[config.mk]
export PLATFORM = sky130hd
export DESIGN_NAME = ltsg_status_group
export DESIGN_NICKNAME = d
export VERILOG_FILES = /design/src/ltsg_pkg_timer.sv /design/src/ltsg_status_group.sv
export SDC_FILE = /design/constraint.sdc
export NUM_CORES = 1
export LEC_CHECK = 0
export BUFFER_PORTS_ARGS = -buffer_cell sky130_fd_sc_hd__clkbuf_2
export CORE_MARGIN = 2
export CORE_UTILIZATION = 45
export CTS_CLUSTER_DIAMETER = 100
export DETAILED_ROUTE_END_ITERATION = 16
export GPL_TIMING_DRIVEN = 0
export HOLD_SLACK_MARGIN = 0.02
export SYNTH_ARGS = -nofsm -noshare
export SYNTH_HDL_FRONTEND = slang
export SYNTH_SLANG_ARGS = --single-unit
[constraint.sdc]
create_clock -name CLK -period 3.5 [get_ports CLK]
set_clock_uncertainty 0.2 [all_clocks]
set_input_delay 0.7 -clock CLK [delete_from_list [all_inputs] [get_ports CLK]]
set_output_delay 0.7 -clock CLK [all_outputs]
set_load 0.005 [all_outputs]
[src/ltsg_pkg_timer.sv]
// Shared constants and types for the link test status group, plus its idle timer.
`timescale 1ns/1ps
package ltsg_pkg;
  // Register selectors on the status command port.
  localparam logic [2:0] SEL_CONDITION = 3'h0;
  localparam logic [2:0] SEL_RISE_FILTER = 3'h1;
  localparam logic [2:0] SEL_FALL_FILTER = 3'h2;
  localparam logic [2:0] SEL_EVENT_LATCH = 3'h3;
  localparam logic [2:0] SEL_EVENT_MASK = 3'h4;
  localparam logic [2:0] SEL_CAL_MASK = 3'h5;
  // Condition bit positions.
  localparam int BIT_CLOCK_LOST = 0;
  localparam int BIT_DATA_STUCK = 1;
  localparam int BIT_SYNC_LOST = 2;
  localparam int BIT_LOCK_LOST = 11;
  localparam int BIT_AMP_RANGE = 12;
  localparam int BIT_CHAN_SYNC = 13;
  localparam int BIT_MIDAMBLE = 14;
  // Bits 3 to 10 and bit 15 never set.
  localparam logic [15:0] UNUSED_BITS = 16'h87F8;
  localparam logic [15:0] REG_RESET = 16'h0000;
  // Pin indexes into the synchroniser vectors.
  localparam int PIN_TEST_CLOCK = 0;
  localparam int PIN_TEST_DATA = 1;
  localparam int PIN_SYNC_LOST = 2;
  localparam int PIN_LOCK_LOST = 3;
  localparam int PIN_AMP_RANGE = 4;
  localparam int PIN_CHAN_SYNC = 5;
  localparam int PIN_MIDAMBLE = 6;
  localparam int PIN_OPTION = 7;
  localparam int PIN_TEST_ACTIVE = 8;
  localparam int PIN_COUNT = 9;
  // Timing: the clock-loss limit in seconds and in cycles at 125 MHz.
  localparam int unsigned CLK_HZ = 125_000_000;
  localparam int unsigned CLOCK_LOSS_S = 3;
  localparam int unsigned CLOCK_LOSS_CYCLES = CLOCK_LOSS_S * CLK_HZ;
  localparam int unsigned STUCK_PERIODS = 200;
  localparam int TIMER_W = 29;
  // Command and answer carriers.
  typedef struct packed {
    logic valid;
    logic write;
    logic [2:0] sel;
    logic [15:0] data;
  } ltsg_cmd_t;
  typedef struct packed {
    logic valid;
    logic [15:0] data;
  } ltsg_rsp_t;
  // Whole state of the status group.
  typedef struct packed {
    logic [PIN_COUNT-1:0] pin_s1;
    logic [PIN_COUNT-1:0] pin_s2;
    logic clk_prev;
    logic data_prev;
    logic [15:0] cond;
    logic [15:0] rise_f;
    logic [15:0] fall_f;
    logic [15:0] event_l;
    logic [15:0] mask;
    logic [15:0] cal_mask;
    logic sum_test;
    logic sum_cal;
    ltsg_rsp_t rsp;
  } ltsg_state_t;
endpackage

// Counts ticks while running; expires once more than LIMIT ticks pass without a restart.
module ltsg_idle_timer
  import ltsg_pkg::*;
#(
  parameter int W = TIMER_W,
  parameter logic [W-1:0] LIMIT = W'(STUCK_PERIODS)
) (
  input wire logic clk,
  input wire logic reset_n,
  input wire logic run,
  input wire logic tick,
  input wire logic restart,
  output logic expired
);
  typedef struct packed {
    logic [W-1:0] cnt;
    logic expired;
  } ltsg_idle_state_t;

  ltsg_idle_state_t st_r;
  ltsg_idle_state_t st_nxt;

  // The counter saturates one past the limit so it never wraps back to clear.
  always_comb begin
    st_nxt = st_r;
    if (!run || restart) begin
      st_nxt.cnt = '0;
    end else if (tick && st_r.cnt <= LIMIT) begin
      st_nxt.cnt = st_r.cnt + W'(1);
    end
    st_nxt.expired = run && !restart && (st_nxt.cnt > LIMIT);
  end

  // State register.
  always_ff @(posedge clk) begin
    if (!reset_n) begin
      st_r <= '0;
    end else begin
      st_r <= st_nxt;
    end
  end

  assign expired = st_r.expired;
endmodule

[src/ltsg_status_group.sv]
// Link test status group: condition, transition filters, event latch, masks and summaries.
// What this block does
// - Enabled set calibration events drive parent summary bit 8 high.
// - Masks are written as plain binary bit-weight sums, e.g. 520 = bits 9, 3.
// - Reading a mask returns the last written value and leaves it alone.
// - Without the test option present, every group bit reads zero except the calibration mask.
// - Test group summary drives parent questionable bit 12.
// - Condition bit 0 flags no test clock for over three seconds in a test.
// - Condition bit 1 flags test data constant over 200 test clocks in a test.
// - Condition bit 2 flags loss of tester synchronisation.
// - Condition bits 3 to 10 and 15 always read zero.
// - Condition bit 11 follows downconverter or demodulator lock loss.
// - Condition bit 12 follows demodulator amplitude out of range.
// - Condition bit 13 follows missing broadcast or traffic channel sync.
// - Condition bit 14 follows missing traffic channel midamble.
// - Condition register is live and read-only; reads return the set bits.
// - Rising edges latch through rise filter, falling through fall filter.
// - Latched event bits hold until cleared, even after the condition reverts.
// - Reading the event latch returns it, then clears it.
// - Test summary is high when any event bit and its mask bit are set.
`timescale 1ns/1ps
module ltsg_status_group
  import ltsg_pkg::*;
#(
  parameter int unsigned CLOCK_LOSS_LIMIT = CLOCK_LOSS_CYCLES,
  parameter int unsigned STUCK_LIMIT = STUCK_PERIODS
) (
  input wire logic CLK,
  input wire logic RESET_N,
  input wire logic TEST_CLOCK_INPUT,
  input wire logic TEST_DATA_INPUT,
  input wire logic SYNC_LOST,
  input wire logic LOCK_LOST,
  input wire logic AMP_OUT_OF_RANGE,
  input wire logic CHANNEL_SYNC_MISSING,
  input wire logic MIDAMBLE_MISSING,
  input wire logic OPTION_PRESENT,
  input wire logic TEST_ACTIVE,
  input wire logic [15:0] CAL_EVENT,
  input wire ltsg_cmd_t CMD,
  output ltsg_rsp_t RSP,
  output logic QUES_TEST_SUMMARY,
  output logic QUES_CAL_SUMMARY
);
  ltsg_state_t st_r;
  ltsg_state_t st_nxt;
  logic clock_lost;
  logic data_stuck;
  logic option_ok;
  logic test_run;
  logic clk_edge;
  logic data_change;
  logic read_event;
  logic [15:0] set_vec;

  // Qualifiers taken from the second synchroniser stage only.
  assign option_ok = st_r.pin_s2[PIN_OPTION];
  assign test_run = option_ok && st_r.pin_s2[PIN_TEST_ACTIVE];
  assign clk_edge = st_r.pin_s2[PIN_TEST_CLOCK] && !st_r.clk_prev;
  assign data_change = st_r.pin_s2[PIN_TEST_DATA] ^ st_r.data_prev;
  assign read_event = CMD.valid && !CMD.write && (CMD.sel == SEL_EVENT_LATCH);

  // clock loss timer
  // Counts system cycles since the last test clock edge; sized to the full three seconds.
  ltsg_idle_timer #(
    .W(TIMER_W),
    .LIMIT(TIMER_W'(CLOCK_LOSS_LIMIT))
  ) u_clock_loss (
    .clk(CLK),
    .reset_n(RESET_N),
    .run(test_run),
    .tick(1'b1),
    .restart(clk_edge),
    .expired(clock_lost)
  );

  // stuck data timer
  // Counts test clock edges since the data line last moved.
  ltsg_idle_timer #(
    .W(TIMER_W),
    .LIMIT(TIMER_W'(STUCK_LIMIT))
  ) u_data_stuck (
    .clk(CLK),
    .reset_n(RESET_N),
    .run(test_run),
    .tick(clk_edge),
    .restart(data_change),
    .expired(data_stuck)
  );

  // Next-state logic for the whole group.
  always_comb begin
    st_nxt = st_r;
    set_vec = '0;
    // Two-stage synchronisers for all pins; stage one feeds stage two only.
    st_nxt.pin_s1 = {TEST_ACTIVE, OPTION_PRESENT, MIDAMBLE_MISSING, CHANNEL_SYNC_MISSING,
                     AMP_OUT_OF_RANGE, LOCK_LOST, SYNC_LOST, TEST_DATA_INPUT, TEST_CLOCK_INPUT};
    st_nxt.pin_s2 = st_r.pin_s1;
    st_nxt.clk_prev = st_r.pin_s2[PIN_TEST_CLOCK];
    st_nxt.data_prev = st_r.pin_s2[PIN_TEST_DATA];

    st_nxt.cond = REG_RESET;
    st_nxt.cond[BIT_CLOCK_LOST] = clock_lost;
    st_nxt.cond[BIT_DATA_STUCK] = data_stuck;
    st_nxt.cond[BIT_SYNC_LOST] = st_r.pin_s2[PIN_SYNC_LOST];
    st_nxt.cond[BIT_LOCK_LOST] = st_r.pin_s2[PIN_LOCK_LOST];
    st_nxt.cond[BIT_AMP_RANGE] = st_r.pin_s2[PIN_AMP_RANGE];
    st_nxt.cond[BIT_CHAN_SYNC] = st_r.pin_s2[PIN_CHAN_SYNC];
    st_nxt.cond[BIT_MIDAMBLE] = st_r.pin_s2[PIN_MIDAMBLE];
    st_nxt.cond = st_nxt.cond & ~UNUSED_BITS;
    if (!option_ok) begin
      st_nxt.cond = REG_RESET;
    end

    set_vec = (st_nxt.cond & ~st_r.cond & st_r.rise_f) | (~st_nxt.cond & st_r.cond & st_r.fall_f);

    // clear on read
    // A transition in the same cycle as the read survives the clear.
    st_nxt.event_l = (read_event ? REG_RESET : st_r.event_l) | set_vec;
    if (!option_ok) begin
      st_nxt.event_l = REG_RESET;
    end

    // mask writes
    // The command data is the binary form of the decimal weight sum.
    if (CMD.valid && CMD.write) begin
      unique case (CMD.sel)
        SEL_RISE_FILTER: st_nxt.rise_f = CMD.data;
        SEL_FALL_FILTER: st_nxt.fall_f = CMD.data;
        SEL_EVENT_MASK: st_nxt.mask = CMD.data;
        SEL_CAL_MASK: st_nxt.cal_mask = CMD.data;
        default: st_nxt.rise_f = st_r.rise_f;
      endcase
    end

    // readback
    // Writes to the condition and latch are ignored; reads answer one cycle later.
    st_nxt.rsp.valid = CMD.valid && !CMD.write;
    st_nxt.rsp.data = REG_RESET;
    if (CMD.valid && !CMD.write) begin
      unique case (CMD.sel)
        SEL_CONDITION: st_nxt.rsp.data = st_r.cond;
        SEL_RISE_FILTER: st_nxt.rsp.data = st_r.rise_f;
        SEL_FALL_FILTER: st_nxt.rsp.data = st_r.fall_f;
        SEL_EVENT_LATCH: st_nxt.rsp.data = st_r.event_l;
        SEL_EVENT_MASK: st_nxt.rsp.data = st_r.mask;
        SEL_CAL_MASK: st_nxt.rsp.data = st_r.cal_mask;
        default: st_nxt.rsp.data = REG_RESET;
      endcase
      if (!option_ok && CMD.sel != SEL_CAL_MASK) begin
        st_nxt.rsp.data = REG_RESET;
      end
    end

    st_nxt.sum_test = option_ok && |(st_r.event_l & st_r.mask);
    st_nxt.sum_cal = |(CAL_EVENT & st_r.cal_mask);
  end

  // reset values
  // State register; everything, masks included, starts at zero.
  always_ff @(posedge CLK) begin
    if (!RESET_N) begin
      st_r <= '0;
    end else begin
      st_r <= st_nxt;
    end
  end

  // Outputs straight from the state register.
  assign RSP = st_r.rsp;
  assign QUES_TEST_SUMMARY = st_r.sum_test;
  assign QUES_CAL_SUMMARY = st_r.sum_cal;
endmodule

Yosys cells after proc, flatten, opt, wreduce, memory -nomap -nowiden --
Index checks and enable logic that the tools add are counted.
Word-level totals: register bits 195, bits of input ports 48, word-level logic and storage cells 79
Operators by class: add/subtract/negate cells 2, $lt $le $gt $ge 4, equality and inequality tests 6, mux-type cells 7, bitwise logic cells 13, reduce and logical (&&, ||, !) cells 29
Operators by type and width (count):
- $mux 29 | 4
- $pmux 16 s6 | 1
- $and 16x16->16 | 5
- $add 29x1->29 const B | 2
- $or 16x16->16 | 2
- $reduce_or 16->1 | 2
- $gt 29x29->1 const B | 1
- $gt 29x8->1 const B | 1
- $le 29x29->1 const B | 1
- $le 29x8->1 const B | 1
- $and 15x16->16 | 1
- $mux 16 | 1
- $not 15->16 | 1
- $not 16->16 | 1
- $mux 15 | 1
- $logic_and 1x1->1 | 12
- $reduce_and 2->1 | 5
- $eq 3x2->1 const B | 2
- $eq 3x3->1 const B | 2
- $logic_not 1->1 | 6
- $eq 3x1->1 const B | 1
- $logic_not 3->1 | 1
- $ne 3x3->1 const B | 1
- $reduce_or 3->1 | 1
- 3 further kinds | 5

Depth between registers and ports, before layout --
word-level depth 7, depth in mapped cells 14, depth with buffers taken out 12

Modules after synthesis --
From an unflattened synthesis, not the netlist that was laid out.
Second synthesis, totals: cell total of the unflattened synthesis 860, area, all modules 8181.6 um^2
By module, submodules not included:
- ltsg_status_group | times used 1, cells an instance 487, area each 4924.7 um^2
- ltsg_idle_timer at u_clock_loss | times used 1, cells an instance 254, area each 2033.2 um^2
- ltsg_idle_timer at u_data_stuck | times used 1, cells an instance 119, area each 1223.7 um^2

Worst setup path before layout --
No wires, ideal clock.
kind register to register, start point reg u_clock_loss.st_r[1] (netlist name), end point reg u_clock_loss.st_r (netlist bit u_clock_loss.expired), setup time 0.116 ns, data arrival time 2.659 ns, required time 3.184 ns, path slack 0.525 ns, stages on the path, launching flop included 14, clock period less this slack 2.975 ns, cell sequence dfxtp_1 -> inv_1 -> ha_1 -> nor4b_1 -> nand4_1 -> nor4_1 -> and4_1 -> buf_4 -> o211ai_1 -> xor2_1 -> or4_4 -> a2111oi_4 -> nand4_1 -> o211a_1
Between the ends: word-level cells in the longest chain between the ends 5, elaborated cells between the ends (all ways) 6, classes of those cells add/sub (1); order compare (2); mux (2); reduce/logical (1)
RTL lines:
- start, declared | line ltsg_pkg_timer.sv:87 | ltsg_idle_state_t st_r;
- start signal, assigned | line ltsg_pkg_timer.sv:106 | st_r <= st_nxt;
- $add 29x1->29 / $le 29x29->1 (equally long branches) | line ltsg_pkg_timer.sv:96, ltsg_pkg_timer.sv:95
- $mux 29 * | line ltsg_pkg_timer.sv:95 | end else if (tick && st_r.cnt <= LIMIT) begin
- $mux 29 * | line ltsg_pkg_timer.sv:93 | if (!run || restart) begin
- $gt 29x29->1 * | line ltsg_pkg_timer.sv:98 | st_nxt.expired = run && !restart && (st_nxt.cnt > LIMIT);
- $logic_and 1x1->1 * | line ltsg_pkg_timer.sv:98
Mark *: on every way between the ends. The rest lies on a longest branch, timed or not. A chain may end at the register's enable or synchronous reset.

Worst setup path after layout --
Ends and elaborated chain as after synthesis.

==> results by stage <==
Status:
- The flow ran to the end, and the final reports show no timing, DRC or antenna violations.

Finish:
- Compared with the post-synthesis result, the final layout area differs by 16.1%.
- The share of post-route cells with drive strength above 1 is 0.149.
- The final instance area is just over 9000 um^2.
- The repair_antennas step left the layout with diodes totalling 0.
- For this run, the post-layout net count is roughly 1.0k.
- The post-route non-filler standard cell count is about 1.2k.
- The final core area utilization is 0.536.

Global routing:
- Entering global routing, the biggest net connects 17 pins.
- The initial antenna violation count is 1.
- The number of global-route vias before repair is 6,098.
- For this run, the total global-route usage over all layers was measured as 0.226.
- For this run the aggregate overflow at the end of global routing stands at 0.
- The first global-routing pass estimated 32,800 um of wire.

Die:
- The initial utilization of the core area, before any placement, comes to 0.461.
- The number of primary I/O pins is 67.
- The overall die height is roughly 140 um.
- The number of cell rows is 48.
- The standard cell core area is roughly 17,000 um^2.
- The die area is about 19,000 um^2.
- Measured along the x axis, the die boundary spans ~140 um.

Clock network:
- The register clock-pin slew on the reported worst setup and hold paths is around 70 ps.
- CTS placed an instance of clkbuf_16 at the clock tree root.
- The number of sinks handled by clock tree synthesis is between 150 and 200.
- The cts-stage hold buffer count is 0.
- Clock tree synthesis inserted a total of 17 buffers.
- TritonCTS built the clock tree.
- For the worst-skew pair, the clock arrives at the later sink with an insertion delay of between 400 and 500 ps.
- The H-tree generated during clock tree synthesis spans 4 levels.
- The clock passes through at most 2 buffers.

Placement:
- The count of buffers added on input and output ports is 64.
- The post-placement cell count is between 1k and 1.5k.
- The final estimated routing congestion in global placement is approximately 0.85.
- The placed standard-cell area is ~8600 um^2.
- At the placement stage, the worst setup path has a slack of -232 ps.
- The detailed placement HPWL is between 10,000 and 15,000 um.

Min path:
- The startpoint identified for the worst hold timing path is st_nxt[125].
- The depth of the worst hold-timing path is 1.
- The path category of the worst min-delay check is reg -> reg.
- The end point of the most critical hold path is st_r[125].

Worst setup path:
- In this run the critical register-to-register path is captured at u_clock_loss.expired.
- The critical path arrival is between 3000 and 4000 ps.
- The category of the worst setup path capture point is a flop.
- The worst register-to-register path has a setup slack of approximately 230 ps.
- The startpoint identified for the worst register-to-register timing path is u_clock_loss.st_r[1].
- STA puts the critical path data required time at around 3600 ps.
- The class of the most critical setup path is reg -> reg.
- In this run the worst path has a maximum fanout of 10.
- The worst setup path is launched from a flop.
- The number of cell instances on the worst register-to-register path is 13.

Yosys:
- The proportion of synthesized chip area in sequential cells is 0.444.
- The number of instances in the synthesized netlist is 905.
- The post-synthesis instance area is between 7000 and 8000 um^2.
- The number of distinct library cell variants in the gate-level netlist after synthesis is between 70 and 80.
- The post-synth net total is 957.
- In this run, synthesis inferred 0 flip-flops with an integrated enable.
- The number of register bits inferred by synthesis is approximately 180.
- The mean area per synthesized cell is a little under 9 um^2.
- After synthesis, the share of flip-flops with an asynchronous set or reset is 0.
- During synthesis, Yosys emitted a total of 0 warnings.
- Among all flip-flop cells after synthesis, the most frequent one is dfxtp_1.

Timing:
- The transition time of the tightest slew-check pin is slightly above 1000 ps.
- Adding up every negative setup slack in the final design gives 0 ps.
- Setup slack closes at around 230 ps.
- The worst path in the final design needs a cycle of about 3300 ps, including I/O delays and setup.
- The worst pin sits at a relative slew slack of 0.317.
- For this run, the top clock speed supported by timing is about 310 MHz.
- Hold is met by between 200 and 250 ps.
- Setup repair after global routing could not meet its margin everywhere.
- The max-slew violation total from the final report is 0.
- The count of final hold-check violations came to 0.
- Of the available clock period, the critical path in the final layout requires 0.934.
- The setup-violating endpoint count in the final report is 0.

Pwr:
- The power density relative to cell area is between 400 and 500 nW/um^2.
- Across the VDD grid, the largest voltage drop is between 0.3 and 0.4 mV.
- The leakage power summed over all cells is between 3 and 4 nW.
- The total power is approximately 4.3 mW.

Drt:
- The number of DRC violations after detailed routing is 0.
- Dividing the detail-routed via count by the number of cells gives roughly 5.4.
- After the first detailed-routing iteration, the DRC count stood at about 420.
- The total number of vias is about 6.6k.
- Wires add up to approximately 20,000 um.
- In the final routed layout, each cell accounts on average for around 17 um.
- The count of nets left with antenna violations once routing finished came out at 0.
- The number of iterations in the first detailed-routing pass is 5.

Run:
- Across the run, the number of max-cap violations was 0.
==> how the worst max path moves through the flow <==
stage,startpoint,cells past startpoint,to
CTS,u_clock_loss.st_r[1],13,u_clock_loss.expired
finish,u_clock_loss.st_r[1],13,u_clock_loss.expired
global route,u_clock_loss.st_r[1],13,u_clock_loss.expired
global placement,CMD[16],7,RSP[12]
detailed placement,CMD[16],7,RSP[6]
floorplan,u_clock_loss.st_r[1],13,u_clock_loss.expired
==> report_power, final <==
| group | leakage, nW | switching (mW) | internal (mW) | total [mW] |
|---|---|---|---|---|
| clock network | 0.315 | 0.832 | 1.25 | 2.08 |
| logic | 1.69 | 0.108 | 0.0652 | 0.173 |
| registers | 1.43 | 0.0118 | 2.03 | 2.05 |
==> critical path, stage by stage, from the launching register on <==
cell and delay (ps):
dfxtp_1 360, inv_1 110, ha_1 150, nor4b_2 180, nand4_1 120, nor4_1 170, and4_1 250, buf_4 180
o211ai_1 100, xor2_1 190, or4_4 440, a2111oi_4 390, nand4_1 150, o211a_1 150
==> what timing repair did <==
action,CTS,global route
pin swaps,0,2
buffers inserted,0,1
endpoints found under the setup margin,1,3
gates cloned,0,0
resized for setup,1,5
==> final cells by class <==
cell class	count	area, um^2
Multi-Input combinational cell	637	4030
Tap cell	225	282
Inverter	15	56.3
Clock buffer	20	457
Clock inverter	12	191
Timing Repair Buffer	65	328
Sequential cell	177	3540
Fill cell	1662	8030
Buffer	76	377
==> cells in the final DEF, fill, tap and decap left out, types with 6 or more instances in the layout <==
| master | netlist | final |
|---|---|---|
| a21boi_0 | 49 | 49 |
| a21oi_1 | 9 | 9 |
| a22oi_1 | 19 | 19 |
| a31oi_1 | 16 | 16 |
| and2_1 | 43 | 43 |
| and3_1 | 39 | 39 |
| buf_2 | 6 | 6 |
| buf_4 | 18 | 19 |
| clkbuf_1 | 47 | 47 |
| clkbuf_16 | 0 | 17 |
| clkbuf_2 | 0 | 65 |
| dfxtp_1 | 177 | 177 |
| inv_1 | 15 | 15 |
| mux2i_1 | 36 | 36 |
| nand2_1 | 138 | 138 |
| nand2b_1 | 7 | 7 |
| nand3_1 | 22 | 22 |
| nand4_1 | 9 | 9 |
| nand4b_1 | 8 | 8 |
| nor2_1 | 63 | 63 |
| nor2b_1 | 20 | 20 |
| nor3_1 | 7 | 6 |
| nor4_1 | 10 | 9 |
| o21ai_0 | 8 | 8 |
| o22ai_1 | 15 | 15 |
| xnor2_1 | 16 | 16 |
| xor2_1 | 19 | 19 |
==> cells by family (layout without fill, tap and decap cells) <==
kind of cell               after synthesis  after routing  share of synthesized area
adders and majority gates                4              4                    0.00627
and+or+nand+nor                        397            397                      0.254
muxes                                   42             42                     0.0564
DFF                                    177            177                      0.444
AOI/OAI and AO/OA                      159            159                      0.147
buffers and inverters                   91            188                     0.0541
xor gates and xnor gates                35             35                     0.0384
==> synthesized netlist by cell type (all sizes together), types with 3 or more instances <==
master	instances	share of area
buf	29	0.025
o2111ai	3	0.0033
nor3	7	0.0044
nand4	10	0.0086
a211oi	5	0.0047
nand3b	3	0.0028
nand2b	7	0.0055
and2	44	0.035
and3	41	0.033
nand4b	8	0.0088
ha	4	0.0063
o211ai	4	0.0038
or4	3	0.0038
a21oi	9	0.0056
o21ai	11	0.0074
nor2	64	0.031
o21a	4	0.0038
or3	5	0.0039
a21boi	49	0.046
inv	15	0.0071
xor2	19	0.021
xnor2	16	0.018
nand2	138	0.065
a31oi	16	0.013
clkbuf	47	0.022
dfxtp	177	0.44
nor2b	20	0.016
a22oi	19	0.018
mux2	4	0.0056
o22ai	15	0.012
and4	3	0.0033
nand3	23	0.015
mux2i	36	0.045
nor4	10	0.0078
or2	5	0.0039
==> routing by layer <==
layer | part of all wire | global-route usage
met1 | 0.50 | 0.334
met2 | 0.43 | 0.333
met3 | 0.058 | 0.0464
met4 | 0.011 | 0.0670
met5 | 0.00063 | 0
==> state kept, by name, summed over array words and instances, names as in the netlist <==
signal / cells
QUES_CAL_SUMMARY: 1
u_data_stuck.expired: 1
option_ok: 1
QUES_TEST_SUMMARY: 1
st_nxt: 11
u_clock_loss.expired: 1
u_clock_loss.st_r: 29
st_r: 86
RSP: 17
u_data_stuck.st_r: 29
(Power assumes the default switching activity.)
